### config.mk
export PLATFORM = sky130hd
export DESIGN_NAME = rtct_top
export DESIGN_NICKNAME = d
export VERILOG_FILES = /design/src/rtl/rtct_pkg.sv /design/src/rtl/rtct_i2c_slave.sv /design/src/rtl/rtct_top.sv
export SDC_FILE = /design/constraint.sdc
export NUM_CORES = 1
export LEC_CHECK = 0
export BUFFER_PORTS_ARGS = -buffer_cell sky130_fd_sc_hd__buf_2
export CAP_MARGIN = 40
export CORE_MARGIN = 3
export CORE_UTILIZATION = 50
export CTS_CLUSTER_SIZE = 30
export DETAILED_ROUTE_END_ITERATION = 6
export GPL_TIMING_DRIVEN = 0
export PLACE_DENSITY = 0.76
export SYNTH_ARGS = -nofsm -noshare
export SYNTH_HDL_FRONTEND = slang
export SYNTH_SLANG_ARGS = --single-unit
### constraint.sdc
create_clock -name ref_clk -period 3.4 [get_ports ref_clk]
set_input_delay 0.51 -clock ref_clk [delete_from_list [all_inputs] [get_ports ref_clk]]
set_output_delay 0.51 -clock ref_clk [all_outputs]
set_load 0.02 [all_outputs]
### src/rtl/rtct_pkg.sv
// constants, field layouts and carrier types of the trim, backup and
// time-stamp block; assumes a 40 MHz ref_clk and a 32.768 kHz crystal
// Summary of operation
// RQ1 - coarse trim enable applies trim corrections at 128 Hz, not per minute
// RQ2 - coarse mode with square wave enable drives a trimmed 64 Hz pin clock
// RQ3 - no coarse 64 Hz square wave while running on backup supply
// RQ4 - software should not leave coarse trim on during normal timekeeping
// RQ5 - switch to backup below threshold, back to main above it, automatically
// RQ6 - backup input works only while the host has set backup input enable
// RQ7 - timekeeping, alarms, alarm output, trim and contents survive on backup
// RQ8 - serial bus, square wave and general purpose output are off on backup
// RQ9 - capture minutes, hours, date, month at power loss and power return
// RQ10 - a power failure sets the sticky power-fail flag
// RQ11 - system supplies enabled backup and running oscillator for time-stamps
// RQ12 - time-stamps are not overwritten while the power-fail flag is set
// RQ13 - clearing the power-fail flag clears both time-stamp sets
// RQ14 - stamp minutes, hours, date at 0x18-0x1a down and 0x1c-0x1e up
// RQ15 - minutes stamp: bit 7 zero, tens in bits 6-4, ones in 3-0
// RQ16 - hours stamp bit 6 is 12-hour format; then bit 5 pm, bit 4 tens
// RQ17 - 24-hour stamp: tens in bits 5-4, ones in 3-0, bit 7 zero
// RQ18 - date stamp: bits 7-6 zero, tens in bits 5-4, ones in 3-0
// RQ19 - month stamps at 0x1b/0x1f: weekday 7-5, tens bit 4, ones 3-0
// RQ20 - each trim step adds or removes two oscillator pulses; zero disables
// RQ21 - trim direction bit selects adding cycles or removing cycles
// RQ22 - stamps copy the live counters unchanged, hour format and pm included
// RQ23 - down stamp at switch to backup, up stamp at return, once per event
package rtct_pkg;

  localparam int OSC_HZ = 32768;
  localparam int COARSE_HZ = 128;
  localparam int COARSE_SQW_HZ = 64;
  localparam int COARSE_DIV = OSC_HZ / COARSE_HZ;
  localparam int COARSE_BITS = $clog2(COARSE_DIV);
  localparam int SQW_BIT = $clog2(OSC_HZ / COARSE_SQW_HZ) - 1;
  localparam int DIV_BITS = $clog2(OSC_HZ);
  localparam logic [5:0] SEC_LAST = 6'h3b;

  localparam logic [6:0] DEV_ADDR = 7'h6f;
  localparam logic [7:0] REG_SPAN = 8'h20;

  localparam logic [4:0] OFS_WEEKDAY_VALUE = 5'h03;
  localparam logic [4:0] OFS_CONTROL = 5'h07;
  localparam logic [4:0] OFS_OSCILLATOR_TRIM_SETTING = 5'h08;
  localparam logic [4:0] OFS_DOWN_MIN = 5'h18;
  localparam logic [4:0] OFS_DOWN_HOUR = 5'h19;
  localparam logic [4:0] OFS_DOWN_DATE = 5'h1a;
  localparam logic [4:0] OFS_DOWN_MTH = 5'h1b;
  localparam logic [4:0] OFS_UP_MIN = 5'h1c;
  localparam logic [4:0] OFS_UP_HOUR = 5'h1d;
  localparam logic [4:0] OFS_UP_DATE = 5'h1e;
  localparam logic [4:0] OFS_UP_MTH = 5'h1f;
  localparam logic [1:0] STAMP_PAGE = 2'h3;

  localparam int CTL_OUT = 7;
  localparam int CTL_SQUARE_WAVE_ENABLE = 6;
  localparam int CTL_ALM1EN = 5;
  localparam int CTL_ALM0EN = 4;
  localparam int CTL_COARSE = 2;
  localparam int TRIM_SIGN = 7;
  localparam int WK_OSCRUN = 5;
  localparam int WK_POWER_FAIL_FLAG = 4;
  localparam int WK_BACKUP_INPUT_ENABLE = 3;

  localparam logic [7:0] MASK_MIN = 8'h7f;
  localparam logic [7:0] MASK_HOUR = 8'h7f;
  localparam logic [7:0] MASK_DATE = 8'h3f;
  localparam logic [7:0] MASK_MTH = 8'hff;
  localparam logic [4:0] MASK_MONTH = 5'h1f;

  localparam logic [7:0] CONTROL_RST = 8'h80;
  localparam logic [7:0] OSCILLATOR_TRIM_SETTING_RST = 8'h00;
  localparam logic [7:0] STAMP_RST = 8'h00;

  typedef struct packed {
    logic [7:0] minutes;
    logic [7:0] hours;
    logic [7:0] date;
    logic [7:0] month;
    logic [2:0] weekday;
  } rtct_time_t;

  typedef struct packed {
    logic stb;
    logic [4:0] addr;
    logic [7:0] data;
  } rtct_wr_t;

  typedef enum logic [3:0] {
    I_IDLE, I_DEV, I_DEV_ACK, I_PTR, I_PTR_ACK, I_WR, I_WR_ACK, I_RD,
    I_RD_ACK
  } rtct_i2c_st_t;

  typedef struct packed {
    logic [2:0] scl_p;
    logic [2:0] sda_p;
    rtct_i2c_st_t st;
    logic [3:0] bits;
    logic [7:0] sh;
    logic rw;
    logic [4:0] ptr;
    logic sda_oe;
    rtct_wr_t wr;
  } rtct_i2c_state_t;

  typedef struct packed {
    logic [2:0] osc_p;
    logic [1:0] vcc_p;
    logic backup;
    logic pwr_fail;
    logic arm_up;
    logic vbat_en;
    logic [7:0] ctrl;
    logic [7:0] trim;
    logic [7:0][7:0] stamp;
    logic [DIV_BITS-1:0] div;
    logic [5:0] secs;
    logic [7:0] pend;
    logic pend_add;
    logic sec_tick;
    logic mfp_oe;
  } rtct_state_t;

endpackage

### src/rtl/rtct_i2c_slave.sv
// two-wire serial slave giving byte access to registers 0x00-0x1f
// assumes scl and sda arrive from pins; held idle while bus_en is low
`timescale 1ns/1ps
module rtct_i2c_slave import rtct_pkg::*; (
  input wire logic ref_clk,
  input wire logic rstn,
  input wire logic scl_pin,
  input wire logic sda_pin,
  input wire logic bus_en,
  input wire logic [7:0] rd_data,
  output logic sda_oe,
  output logic [4:0] ptr,
  output rtct_wr_t wr
);

  rtct_i2c_state_t s_r;
  rtct_i2c_state_t s_nxt;
  logic scl_hold;
  logic scl_rise;
  logic scl_fall;
  logic sda_rise;
  logic sda_fall;

  always_comb begin
    s_nxt = s_r;
    s_nxt.wr.stb = 1'b0;
    s_nxt.scl_p = {s_r.scl_p[1:0], scl_pin};
    s_nxt.sda_p = {s_r.sda_p[1:0], sda_pin};
    scl_hold = s_r.scl_p[1] & s_r.scl_p[2];
    scl_rise = s_r.scl_p[1] & ~s_r.scl_p[2];
    scl_fall = ~s_r.scl_p[1] & s_r.scl_p[2];
    sda_rise = s_r.sda_p[1] & ~s_r.sda_p[2];
    sda_fall = ~s_r.sda_p[1] & s_r.sda_p[2];
    if (!bus_en) begin
      s_nxt.st = I_IDLE; // [RQ8]
      s_nxt.sda_oe = 1'b0;
    end else if (scl_hold && sda_fall) begin
      s_nxt.st = I_DEV;
      s_nxt.bits = 4'h0;
      s_nxt.sda_oe = 1'b0;
    end else if (scl_hold && sda_rise) begin
      s_nxt.st = I_IDLE;
      s_nxt.sda_oe = 1'b0;
    end else if (scl_rise) begin
      case (s_r.st)
        I_DEV, I_PTR, I_WR: begin
          s_nxt.sh = {s_r.sh[6:0], s_r.sda_p[1]};
          s_nxt.bits = s_r.bits + 4'h1;
        end
        I_RD_ACK: begin
          if (s_r.sda_p[1]) begin
            s_nxt.st = I_IDLE;
          end
        end
        default: ;
      endcase
    end else if (scl_fall) begin
      case (s_r.st)
        I_DEV: begin
          if (s_r.bits == 4'h8) begin
            if (s_r.sh[7:1] == DEV_ADDR) begin
              s_nxt.rw = s_r.sh[0];
              s_nxt.st = I_DEV_ACK;
              s_nxt.sda_oe = 1'b1;
              s_nxt.bits = 4'h0;
            end else begin
              s_nxt.st = I_IDLE;
            end
          end
        end
        I_PTR: begin
          if (s_r.bits == 4'h8) begin
            if (s_r.sh < REG_SPAN) begin
              s_nxt.ptr = s_r.sh[4:0];
              s_nxt.st = I_PTR_ACK;
              s_nxt.sda_oe = 1'b1;
              s_nxt.bits = 4'h0;
            end else begin
              s_nxt.st = I_IDLE;
            end
          end
        end
        I_WR: begin
          if (s_r.bits == 4'h8) begin
            s_nxt.wr.stb = 1'b1;
            s_nxt.wr.addr = s_r.ptr;
            s_nxt.wr.data = s_r.sh;
            s_nxt.st = I_WR_ACK;
            s_nxt.sda_oe = 1'b1;
            s_nxt.bits = 4'h0;
          end
        end
        I_DEV_ACK: begin
          if (s_r.rw) begin
            s_nxt.st = I_RD;
            s_nxt.sh = rd_data;
            s_nxt.sda_oe = ~rd_data[7];
            s_nxt.bits = 4'h1;
          end else begin
            s_nxt.st = I_PTR;
            s_nxt.sda_oe = 1'b0;
          end
        end
        I_PTR_ACK: begin
          s_nxt.st = I_WR;
          s_nxt.sda_oe = 1'b0;
        end
        I_WR_ACK: begin
          s_nxt.ptr = s_r.ptr + 5'h01;
          s_nxt.st = I_WR;
          s_nxt.sda_oe = 1'b0;
        end
        I_RD: begin
          if (s_r.bits == 4'h8) begin
            s_nxt.sda_oe = 1'b0;
            s_nxt.st = I_RD_ACK;
            s_nxt.ptr = s_r.ptr + 5'h01;
            s_nxt.bits = 4'h0;
          end else begin
            s_nxt.sh = {s_r.sh[6:0], 1'b0};
            s_nxt.sda_oe = ~s_r.sh[6];
            s_nxt.bits = s_r.bits + 4'h1;
          end
        end
        I_RD_ACK: begin
          s_nxt.st = I_RD;
          s_nxt.sh = rd_data;
          s_nxt.sda_oe = ~rd_data[7];
          s_nxt.bits = 4'h1;
        end
        default: s_nxt.st = I_IDLE;
      endcase
    end
  end

  always_ff @(posedge ref_clk) begin
    if (!rstn) begin
      s_r <= '0;
      s_r.scl_p <= 3'h7;
      s_r.sda_p <= 3'h7;
      s_r.st <= I_IDLE;
    end else begin
      s_r <= s_nxt;
    end
  end

  assign sda_oe = s_r.sda_oe;
  assign ptr = s_r.ptr;
  assign wr = s_r.wr;

endmodule

### src/rtl/rtct_top.sv
// coarse trim, supply switchover and power-fail time-stamp logic
// assumes live time counters and alarm level come from ref_clk logic;
// oscillator, supply comparator and bus pins are asynchronous
`timescale 1ns/1ps
module rtct_top import rtct_pkg::*; (
  input wire logic ref_clk,
  input wire logic rstn,
  input wire logic osc_clk_pin,
  input wire logic main_ok_pin,
  input wire logic i2c_scl_pin,
  input wire logic i2c_sda_pin,
  output logic i2c_sda_o,
  output logic i2c_sda_oe,
  output logic multi_function_pin_o,
  output logic multi_function_pin_oe,
  input rtct_time_t time_now,
  input wire logic alarm_level,
  input wire logic osc_running,
  output logic sec_tick,
  output logic backup_active,
  output logic [7:0] control_bits,
  output rtct_wr_t host_wr
);

  rtct_state_t s_r;
  rtct_state_t s_nxt;
  rtct_wr_t wr;
  logic [4:0] ptr;
  logic [7:0] rd_data;
  logic bus_oe;
  logic osc_tick;
  logic down_evt;
  logic up_evt;
  logic pf_clr;
  logic pf_held;
  logic trim_evt;
  logic coarse_evt;
  logic alm_en;
  logic freq_bit;
  logic pin_level;
  logic [1:0] inc;
  logic [DIV_BITS:0] sum;
  logic [COARSE_BITS:0] lo;

  // stamp bytes in the same bcd layout as the live counters
  function automatic logic [3:0][7:0] capture(input rtct_time_t t);
    logic [3:0][7:0] c;
    c[3] = {t.weekday, t.month[4:0] & MASK_MONTH}; // [RQ19]
    c[2] = t.date & MASK_DATE; // [RQ18]
    c[1] = t.hours & MASK_HOUR; // [RQ16] [RQ17]
    c[0] = t.minutes & MASK_MIN; // [RQ15]
    return c; // [RQ22]
  endfunction

  function automatic logic [7:0] stamp_mask(input logic [1:0] idx);
    logic [7:0] m;
    case (idx)
      2'h0: m = MASK_MIN;
      2'h1: m = MASK_HOUR;
      2'h2: m = MASK_DATE;
      default: m = MASK_MTH;
    endcase
    return m;
  endfunction

  rtct_i2c_slave u_bus (
    .ref_clk(ref_clk),
    .rstn(rstn),
    .scl_pin(i2c_scl_pin),
    .sda_pin(i2c_sda_pin),
    .bus_en(~s_r.backup), // [RQ8]
    .rd_data(rd_data),
    .sda_oe(bus_oe),
    .ptr(ptr),
    .wr(wr)
  );

  // register read view at the bus pointer
  always_comb begin
    rd_data = 8'h00;
    case (ptr)
      OFS_WEEKDAY_VALUE: begin
        rd_data[WK_OSCRUN] = osc_running;
        rd_data[WK_POWER_FAIL_FLAG] = s_r.pwr_fail;
        rd_data[WK_BACKUP_INPUT_ENABLE] = s_r.vbat_en;
        rd_data[2:0] = time_now.weekday;
      end
      OFS_CONTROL: rd_data = s_r.ctrl;
      OFS_OSCILLATOR_TRIM_SETTING: rd_data = s_r.trim;
      default: begin
        if (ptr[4:3] == STAMP_PAGE) begin
          // reserved stamp bits read as zero
          rd_data = s_r.stamp[ptr[2:0]] & stamp_mask(ptr[1:0]); // [RQ14]
        end
      end
    endcase
  end

  always_comb begin
    s_nxt = s_r;
    s_nxt.osc_p = {s_r.osc_p[1:0], osc_clk_pin};
    s_nxt.vcc_p = {s_r.vcc_p[0], main_ok_pin};
    osc_tick = s_r.osc_p[1] & ~s_r.osc_p[2];

    // supply selection follows the comparator while backup is allowed
    s_nxt.backup = ~s_r.vcc_p[1] & s_r.vbat_en; // [RQ5] [RQ6]
    down_evt = s_nxt.backup & ~s_r.backup; // [RQ23]
    up_evt = ~s_nxt.backup & s_r.backup; // [RQ23]

    // divider runs on either supply; pending trim adds or swallows ticks
    inc = 2'h0;
    if (osc_tick) begin
      if (s_r.pend != 8'h00) begin
        inc = s_r.pend_add ? 2'h2 : 2'h0; // [RQ21]
        s_nxt.pend = s_r.pend - 8'h01; // [RQ7]
      end else begin
        inc = 2'h1;
      end
    end
    sum = {1'b0, s_r.div} + {{(DIV_BITS-1){1'b0}}, inc};
    lo = {1'b0, s_r.div[COARSE_BITS-1:0]} +
      {{(COARSE_BITS-1){1'b0}}, inc};
    s_nxt.div = sum[DIV_BITS-1:0];
    s_nxt.sec_tick = sum[DIV_BITS];
    coarse_evt = lo[COARSE_BITS];
    if (sum[DIV_BITS]) begin
      s_nxt.secs = (s_r.secs == SEC_LAST) ? 6'h00 : s_r.secs + 6'h01;
    end
    if (s_r.ctrl[CTL_COARSE]) begin
      trim_evt = coarse_evt; // [RQ1]
    end else begin
      trim_evt = sum[DIV_BITS] && (s_r.secs == SEC_LAST);
    end
    // two pulses per step; a zero amount leaves the divider alone
    if (trim_evt && (s_r.trim[6:0] != 7'h00)) begin
      s_nxt.pend = {s_r.trim[6:0], 1'b0}; // [RQ20]
      s_nxt.pend_add = s_r.trim[TRIM_SIGN]; // [RQ21]
    end

    // multi-function pin, open drain: enable pulls it low
    alm_en = s_r.ctrl[CTL_ALM0EN] | s_r.ctrl[CTL_ALM1EN];
    case (s_r.ctrl[1:0])
      2'h0: freq_bit = s_r.div[DIV_BITS-1];
      2'h1: freq_bit = s_r.div[2];
      2'h2: freq_bit = s_r.div[1];
      default: freq_bit = s_r.osc_p[2];
    endcase
    if (s_r.backup) begin
      // only the alarm output survives on backup
      pin_level = alm_en ? alarm_level : 1'b1; // [RQ3] [RQ7] [RQ8]
    end else if (s_r.ctrl[CTL_SQUARE_WAVE_ENABLE]) begin
      if (s_r.ctrl[CTL_COARSE]) begin
        pin_level = s_r.div[SQW_BIT]; // [RQ2]
      end else begin
        pin_level = freq_bit;
      end
    end else if (alm_en) begin
      pin_level = alarm_level;
    end else begin
      pin_level = s_r.ctrl[CTL_OUT];
    end
    s_nxt.mfp_oe = ~pin_level;

    // host writes; the bus is held off on backup
    pf_clr = 1'b0;
    if (wr.stb) begin
      case (wr.addr)
        OFS_WEEKDAY_VALUE: begin
          s_nxt.vbat_en = wr.data[WK_BACKUP_INPUT_ENABLE]; // [RQ6]
          pf_clr = ~wr.data[WK_POWER_FAIL_FLAG];
        end
        OFS_CONTROL: s_nxt.ctrl = wr.data;
        OFS_OSCILLATOR_TRIM_SETTING: s_nxt.trim = wr.data;
        default: begin
          if (wr.addr[4:3] == STAMP_PAGE) begin
            s_nxt.stamp[wr.addr[2:0]] = wr.data &
              stamp_mask(wr.addr[1:0]); // [RQ14]
          end
        end
      endcase
    end
    if (pf_clr) begin
      s_nxt.pwr_fail = 1'b0;
      s_nxt.arm_up = 1'b0;
      s_nxt.stamp = '0; // [RQ13]
    end

    // capture follows the clear so a coincident power event wins
    pf_held = s_r.pwr_fail & ~pf_clr;
    if (down_evt) begin
      if (!pf_held) begin
        s_nxt.stamp[3:0] = capture(time_now); // [RQ9] [RQ12]
        s_nxt.arm_up = 1'b1;
      end
      s_nxt.pwr_fail = 1'b1; // [RQ10]
    end
    if (up_evt && s_r.arm_up) begin
      s_nxt.stamp[7:4] = capture(time_now); // [RQ9] [RQ23]
      s_nxt.arm_up = 1'b0;
    end
  end

  always_ff @(posedge ref_clk) begin
    if (!rstn) begin
      s_r <= '0;
      s_r.vcc_p <= 2'h3;
      s_r.ctrl <= CONTROL_RST;
      s_r.trim <= OSCILLATOR_TRIM_SETTING_RST;
      s_r.stamp <= {8{STAMP_RST}};
    end else begin
      s_r <= s_nxt;
    end
  end

  assign i2c_sda_o = 1'b0;
  assign i2c_sda_oe = bus_oe;
  assign multi_function_pin_o = 1'b0;
  assign multi_function_pin_oe = s_r.mfp_oe;
  assign sec_tick = s_r.sec_tick;
  assign backup_active = s_r.backup;
  assign control_bits = s_r.ctrl;
  assign host_wr = wr;

  // coarse square wave follows divider bit on main supply
  a_coarse_sqw_pin: assert property ( // [RQ2]
    @(posedge ref_clk) disable iff (!rstn)
    (!s_r.backup && s_r.ctrl[CTL_SQUARE_WAVE_ENABLE] && s_r.ctrl[CTL_COARSE])
    |=> (s_r.mfp_oe == !$past(s_r.div[SQW_BIT])))
    else $error("coarse square wave not on pin");

  a_backup_no_sqw: assert property ( // [RQ3]
    @(posedge ref_clk) disable iff (!rstn)
    (s_r.backup && !alm_en) |=> !s_r.mfp_oe)
    else $error("pin driven on backup without alarm");

  a_bus_off_backup: assert property ( // [RQ8]
    @(posedge ref_clk) disable iff (!rstn)
    (s_r.backup ##1 s_r.backup) |-> !i2c_sda_oe)
    else $error("bus driven on backup");

  a_backup_needs_en: assert property ( // [RQ6]
    @(posedge ref_clk) disable iff (!rstn)
    !s_r.vbat_en |=> !s_r.backup)
    else $error("backup without enable");

  a_switch_follows: assert property ( // [RQ5]
    @(posedge ref_clk) disable iff (!rstn)
    (s_r.vbat_en && !s_r.vcc_p[1]) |=> s_r.backup)
    else $error("no switch to backup");

  a_fail_flag_set: assert property ( // [RQ10]
    @(posedge ref_clk) disable iff (!rstn)
    down_evt |=> s_r.pwr_fail)
    else $error("power-fail flag not set");

  a_down_stamp: assert property ( // [RQ9]
    @(posedge ref_clk) disable iff (!rstn)
    (down_evt && !s_r.pwr_fail && !wr.stb)
    |=> (s_r.stamp[0] == ($past(time_now.minutes) & MASK_MIN)) &&
      (s_r.stamp[1] == ($past(time_now.hours) & MASK_HOUR)))
    else $error("power-down stamp wrong");

  a_up_stamp_once: assert property ( // [RQ23]
    @(posedge ref_clk) disable iff (!rstn)
    (up_evt && s_r.arm_up)
    |=> !s_r.arm_up && (s_r.stamp[6] == ($past(time_now.date) & MASK_DATE)))
    else $error("power-up stamp wrong");

  a_stamp_kept: assert property ( // [RQ12]
    @(posedge ref_clk) disable iff (!rstn)
    (down_evt && s_r.pwr_fail && !wr.stb) |=> $stable(s_r.stamp))
    else $error("stamps overwritten while flag set");

  a_stamp_clear: assert property ( // [RQ13]
    @(posedge ref_clk) disable iff (!rstn)
    (pf_clr && !down_evt && !up_evt)
    |=> (s_r.stamp == '0) && !s_r.pwr_fail)
    else $error("stamps not cleared with flag");

  a_trim_load: assert property ( // [RQ20]
    @(posedge ref_clk) disable iff (!rstn)
    (trim_evt && s_r.trim[6:0] != 7'h00)
    |=> (s_r.pend == {$past(s_r.trim[6:0]), 1'b0}))
    else $error("trim amount not loaded");

  a_coarse_rate: assert property ( // [RQ1]
    @(posedge ref_clk) disable iff (!rstn)
    (s_r.ctrl[CTL_COARSE] && coarse_evt && s_r.trim[6:0] != 7'h00)
    |=> (s_r.pend != 8'h00))
    else $error("coarse trim event missed");

  a_min_bit7: assert property ( // [RQ15]
    @(posedge ref_clk) disable iff (!rstn)
    (ptr == OFS_DOWN_MIN || ptr == OFS_UP_MIN) |-> !rd_data[7])
    else $error("minutes stamp bit 7 set");

endmodule

==> Yosys cells after proc, flatten, opt, wreduce, memory -nomap -nowiden <==
Index checks and enable logic that the tools add are counted.
{ "op_classes": {"magnitude_cmp": 4, "n_reduce_logical": 53, "n_mux": 83, "bitwise_logic": 31, "n_addsub": 6, "n_eq_ne": 47} }
{ "op_table": {"columns": ["cell", "count"], "rows": [
  ["$mux 64", 4],
  ["$mux 37", 5],
  ["$mux 8", 14],
  ["$mux 32", 3],
  ["$bwmux 64", 1],
  ["$ne 6x2->1 const B", 7],
  ["$pmux 8 s2", 2],
  ["$ne 5x2->1 const B", 6],
  ["$pmux 4 s7", 1],
  ["$reduce_bool 5->1", 5],
  ["$bmux 8 s3", 1],
  ["$demux 8 s3", 1],
  ["$mux 12", 2],
  ["$mux 4", 6],
  ["$pmux 4 s6", 1],
  ["$pmux 8 s3", 1],
  ["$reduce_and 8->1", 3],
  ["$mux 21", 1],
  ["$reduce_and 7->1", 3],
  ["$reduce_bool 7->1", 3],
  ["$mux 18", 1],
  ["$mux 6", 3],
  ["$not 1->1", 18],
  ["$pmux 6 s3", 1],
  ["58 further kinds", 131]
]} }
{ "word_totals": {"word_cells": 262, "in_bits": 43, "ff_bits": 164} }

==> Depth between registers and ports, before layout <==
{ "logic_depth": {"ltp_word": 19, "mapped_depth": 14} }

==> Hierarchy <==
Synthesis repeated with hierarchy kept, for this count alone.
{ "hier_totals": {"cells_unflattened": 935, "area_unflattened_um2": 8401.8} }
{ "modules_own_cells": {"columns": ["mod", "area_each_um2", "instances", "cells_per_inst", "seq_area_each_um2"], "rows": [
  ["rtct_top", 5791.8, 1, 608, 2262.2],
  ["rtct_i2c_slave", 2610.0, 1, 327, 860.8]
]} }

==> Worst setup path before layout <==
OpenSTA, ideal clock, no wires.
{ "synth_timing": {"kind": "reg2reg", "from": "register s_r[8] (netlist name)", "to": "register s_r[7] (netlist name)", "arrival_ps": 2654, "path_slack_ps": 615, "t_required_ps": 3268, "path_stages_with_launch": 11, "n_path_buf": 0, "path_cell_list": "dfxtp_1 -> nor4_1 -> a31oi_1 -> and2_1 -> fa_1 -> and4_1 -> and3_1 -> a21oi_2 -> nor2_2 -> a211oi_1 -> nor3_1"} }
{ "synth_between": {"elab_chain_len": 9} }
{ "synth_rtl": {"columns": ["element", "line_no", "text"], "rows": [
  ["start: declaration", "rtct_top.sv:25", "rtct_state_t s_r;"],
  ["start signal: assignment", "rtct_top.sv:211", "s_r <= s_nxt;"],
  ["$reduce_bool 8->1 *", "rtct_top.sv:113", "if (s_r.pend != 8'h00) begin"],
  ["$mux 2", "rtct_top.sv:113", null],
  ["$mux 2", "rtct_top.sv:112", "if (osc_tick) begin"],
  ["$add 15x2->16", "rtct_top.sv:120", "sum = {1'b0, s_r.div} + {{(DIV_BITS-1){1'b0}}, inc};"],
  ["$logic_and 1x1->1", "rtct_top.sv:132", "trim_evt = sum[DIV_BITS] && (s_r.secs == SEC_LAST);"],
  ["$mux 1", "rtct_top.sv:129", "if (s_r.ctrl[CTL_COARSE]) begin"],
  ["$logic_and 1x1->1", "rtct_top.sv:135", "if (trim_evt && (s_r.trim[6:0] != 7'h00)) begin"],
  ["$reduce_bool 2->1 (no line)", null, null],
  ["$reduce_and 2->1 (no line)", null, null]
]} }
Mark *: on every way between the ends. The rest lies on a longest branch, timed or not.
A chain may end at the register's enable or synchronous reset.

==> Worst setup path in the final report <==
Same ends and word-level chain as after synthesis.

==> impl_metrics.csv <==
group,metric,value,unit
status,outcome,"complete, no violations",
timing,hold_slack,0.261,ns
pwr,power_leakage,3.66,nW
timing,slew_headroom,48.1,%
pwr,cellPowerDensity,412,nW/µm²
worst_setup_path,worst_ep_arrival_time,3.40,ns
global_routing,grt_max_degree,17,
floorplanning,rows,46,
clock_tree,clkTransAtPathRegs,0.06,ns
yosys,syn_area,8480,µm²
placed_design,place_congestion,0.960,
final_layout,final_common_cell,"dfxtp_1",
yosys,avgSynthCellArea,8.48,µm²
yosys,synth-seq-cells,164,
timing,fmaxAchievable,322,MHz
final_layout,layout-drive-gt1-share,16.9,%
worst_setup_path,cp-end-kind,"register",
floorplanning,die-area,18600,µm²
yosys,synth_cell_types,71,
final_layout,fin_area,9660,µm²
clock_tree,clockRootBuffer,"clkbuf_16",
global_routing,grt_pass1_wl,38.9,mm
global_routing,antenna_found_initial,0,
final_layout,multiInputGateArea,4680,µm²
clock_tree,cts_max_level,4,
route,finalWirelength,24.8,mm
clock_tree,cts_made_buffers,17,
min_path,hold-path-endpoint,"u_bus.s_nxt[38]",
route,num_vias,7832,
final_layout,final_cell_mix,"164 x dfxtp_1, 108 x nand2_1, 92 x nor2_1, 86 x a21oi_1, 83 x buf_2",
worst_setup_path,cpMaxStageDelayCell,"fa_1",
global_routing,overflow,0,
final_layout,diodes,0,
route,drt_iter0_markers,784,
yosys,synth_edf_count,0,
floorplanning,start_util,52.3,%
min_path,min-delay-start,"i2c_sda_pin",
worst_setup_path,path_max_fanout,10,
route,via_per_inst,5.98,
worst_setup_path,critPathLaunchType,"register",
floorplanning,die_h,136,µm
placed_design,pre_cts_slack,0.120,ns
clock_tree,clk_latency,0.43,ns
timing,setup_viol,0,
timing,tns,0,ns
final_layout,seqCellArea,3280,µm²
placed_design,dpl_cell_area,9060,µm²
worst_setup_path,worstReg2RegStart,"s_r[8]",
clock_tree,cts_tree,"yes",
global_routing,grt_pass1_vias,7326,
timing,fin_crit_sh,91.5,%
clock_tree,clock_sinks,164,
worst_setup_path,r2r_end,"s_r[7]",
worst_setup_path,reg2reg_depth,10,
route,drcViolationCount,0,
pwr,peakVddDrop,378,µV
timing,drv_slew,0,
timing,fin_skew,0.00712,ns
route,dr.pass1.iters,6,
min_path,hold_depth,2,
yosys,synthArstFlopShare,0,%
global_routing,grt_usage,27.1,%
yosys,synthCells,1000,
timing,fin_crit,3.11,ns
job,maxCapViolCount,0,
worst_setup_path,crit_required,3.69,ns
min_path,hold_class,"input port to register",
placed_design,port_buffers,61,
timing,tightest_slew,0.776,ns
route,drtAntennaViolNets,0,
worst_setup_path,critical-path-max-stage-delay,0.45,ns
final_layout,fin_nets,1138,
yosys,synth_seq_area_share,38.7,%
timing,hold_violations,0,
floorplanning,num_io_pins,71,
clock_tree,cts_hold_buf,0,
floorplanning,core_area,16200,µm²
route,wl_per_cell,18.9,µm
yosys,yosys_most_used_dff,"dfxtp_1",
placed_design,dp_hpwl,17.9,mm
timing,rsz0062_at_grt,"no",
final_layout,utilization,59.5,%
clock_tree,clk_path_buf_depth,2,
worst_setup_path,r2r_slack,0.29,ns
final_layout,area_growth,13.8,%
worst_setup_path,critical_path_class,"register to register",
final_layout,nFillCells,1462,
worst_setup_path,crit_path_cell_trace,"nor4_2 > a31oi_1 > and2_1 > fa_1 > and4_1 > and3_1 > a21oi_4 > nor2_2 > a211oi_1 > nor3_1",
timing,layout_setup_ws,0.291,ns
floorplanning,die_w,136,µm
yosys,yosysWarnings,0,
[sequential cells by signal, summed over array words and instances, names as in the netlist]
signal and cells:
multi_function_pin_oe 1, u_bus.sda_oe 1, sec_tick 1, s_nxt 3, u_bus.s_r 19, s_r 107
u_bus.wr 14, backup_active 1, u_bus.ptr 5, control_bits 8, u_bus.s_nxt 4
[Yosys cell counts, drive strengths merged, types with 24 or more instances]
library cell / number / area [µm²]
a21oi: 87 / 439
a31oi: 24 / 150
buf: 52 / 335
clkbuf: 38 / 144
dfxtp: 164 / 3280
mux2i: 38 / 380
nand2: 108 / 405
nand2b: 25 / 156
nand3: 36 / 180
nor2: 94 / 358
nor3: 26 / 135
o21ai: 74 / 382
[routing by layer]
metal  track usage (%)  vias up  part of all wire, %
met4              11.9        0                  3.2
met2              43.1      419                   45
met3              5.96       75                  9.9
met5                 0        -                    0
li1                  -     3712                    -
met1              35.4     3626                   42
[worst max-delay path, delay by kind of cell, from the launching register on]
family          cells  cell delay [ns]
compound gates      3             0.83
fa+ha+maj           1             0.45
flops               1             0.36
simple gates        6             1.34
[stage by stage]
step | power, mW | instances
after floorplan | 2.05 | 1001
after global placement | 2.12 | 1278
after global routing | 4.07 | 1310
after CTS | 3.98 | 1310
after detailed placement | 2.12 | 1278
final | 3.98 | 1310
[how the worst max path moves through the flow]
stage	from	end	slack (ns)	cells after the start
finish	s_r[8]	s_r[7]	0.29	10
floorplan	s_r[8]	s_r[7]	0.61	10
CTS	s_r[8]	s_r[7]	0.12	10
global placement	s_r[8]	s_r[7]	0.21	10
detailed placement	s_r[8]	s_r[7]	0.12	11
global route	s_r[8]	s_r[7]	0.02	11
[power by group]
part	switching, mW	internal [mW]	leakage (nW)	total [mW]
Clock	0.815	1.09	0.280	1.91
Sequential	0.00436	1.93	1.32	1.93
Combinational	0.0972	0.0461	2.05	0.143
Total	0.917	3.07	3.66	3.98
[cell families after synthesis]
kind of cell             synth area share (%)
XOR/XNOR                                 2.68
buffers and inverters                    6.40
multiplexers                             9.79
adder cells (fa/ha/maj)                  2.15
AO/OA/AOI/OAI                            17.8
AND/OR/NAND/NOR                          22.4
flip-flops                               38.7
other                                  0.0442
[timing repair]
item	in CTS	in global routing
resized for setup	1	1
buffers inserted	0	0
setup endpoints to repair	1	11
[area by class of cell]
| type | instances | area share, % |
|---|---|---|
| clock inverters | 9 | 0.972 |
| flip-flops and latches | 164 | 34.0 |
| repair buffers | 61 | 3.16 |
| clock buffers | 23 | 5.05 |
| plain buffers | 90 | 4.96 |
| multi-input cells | 730 | 48.4 |
| well taps | 216 | 2.80 |
| inverters | 17 | 0.661 |
Power figures use the tool's default switching activity.
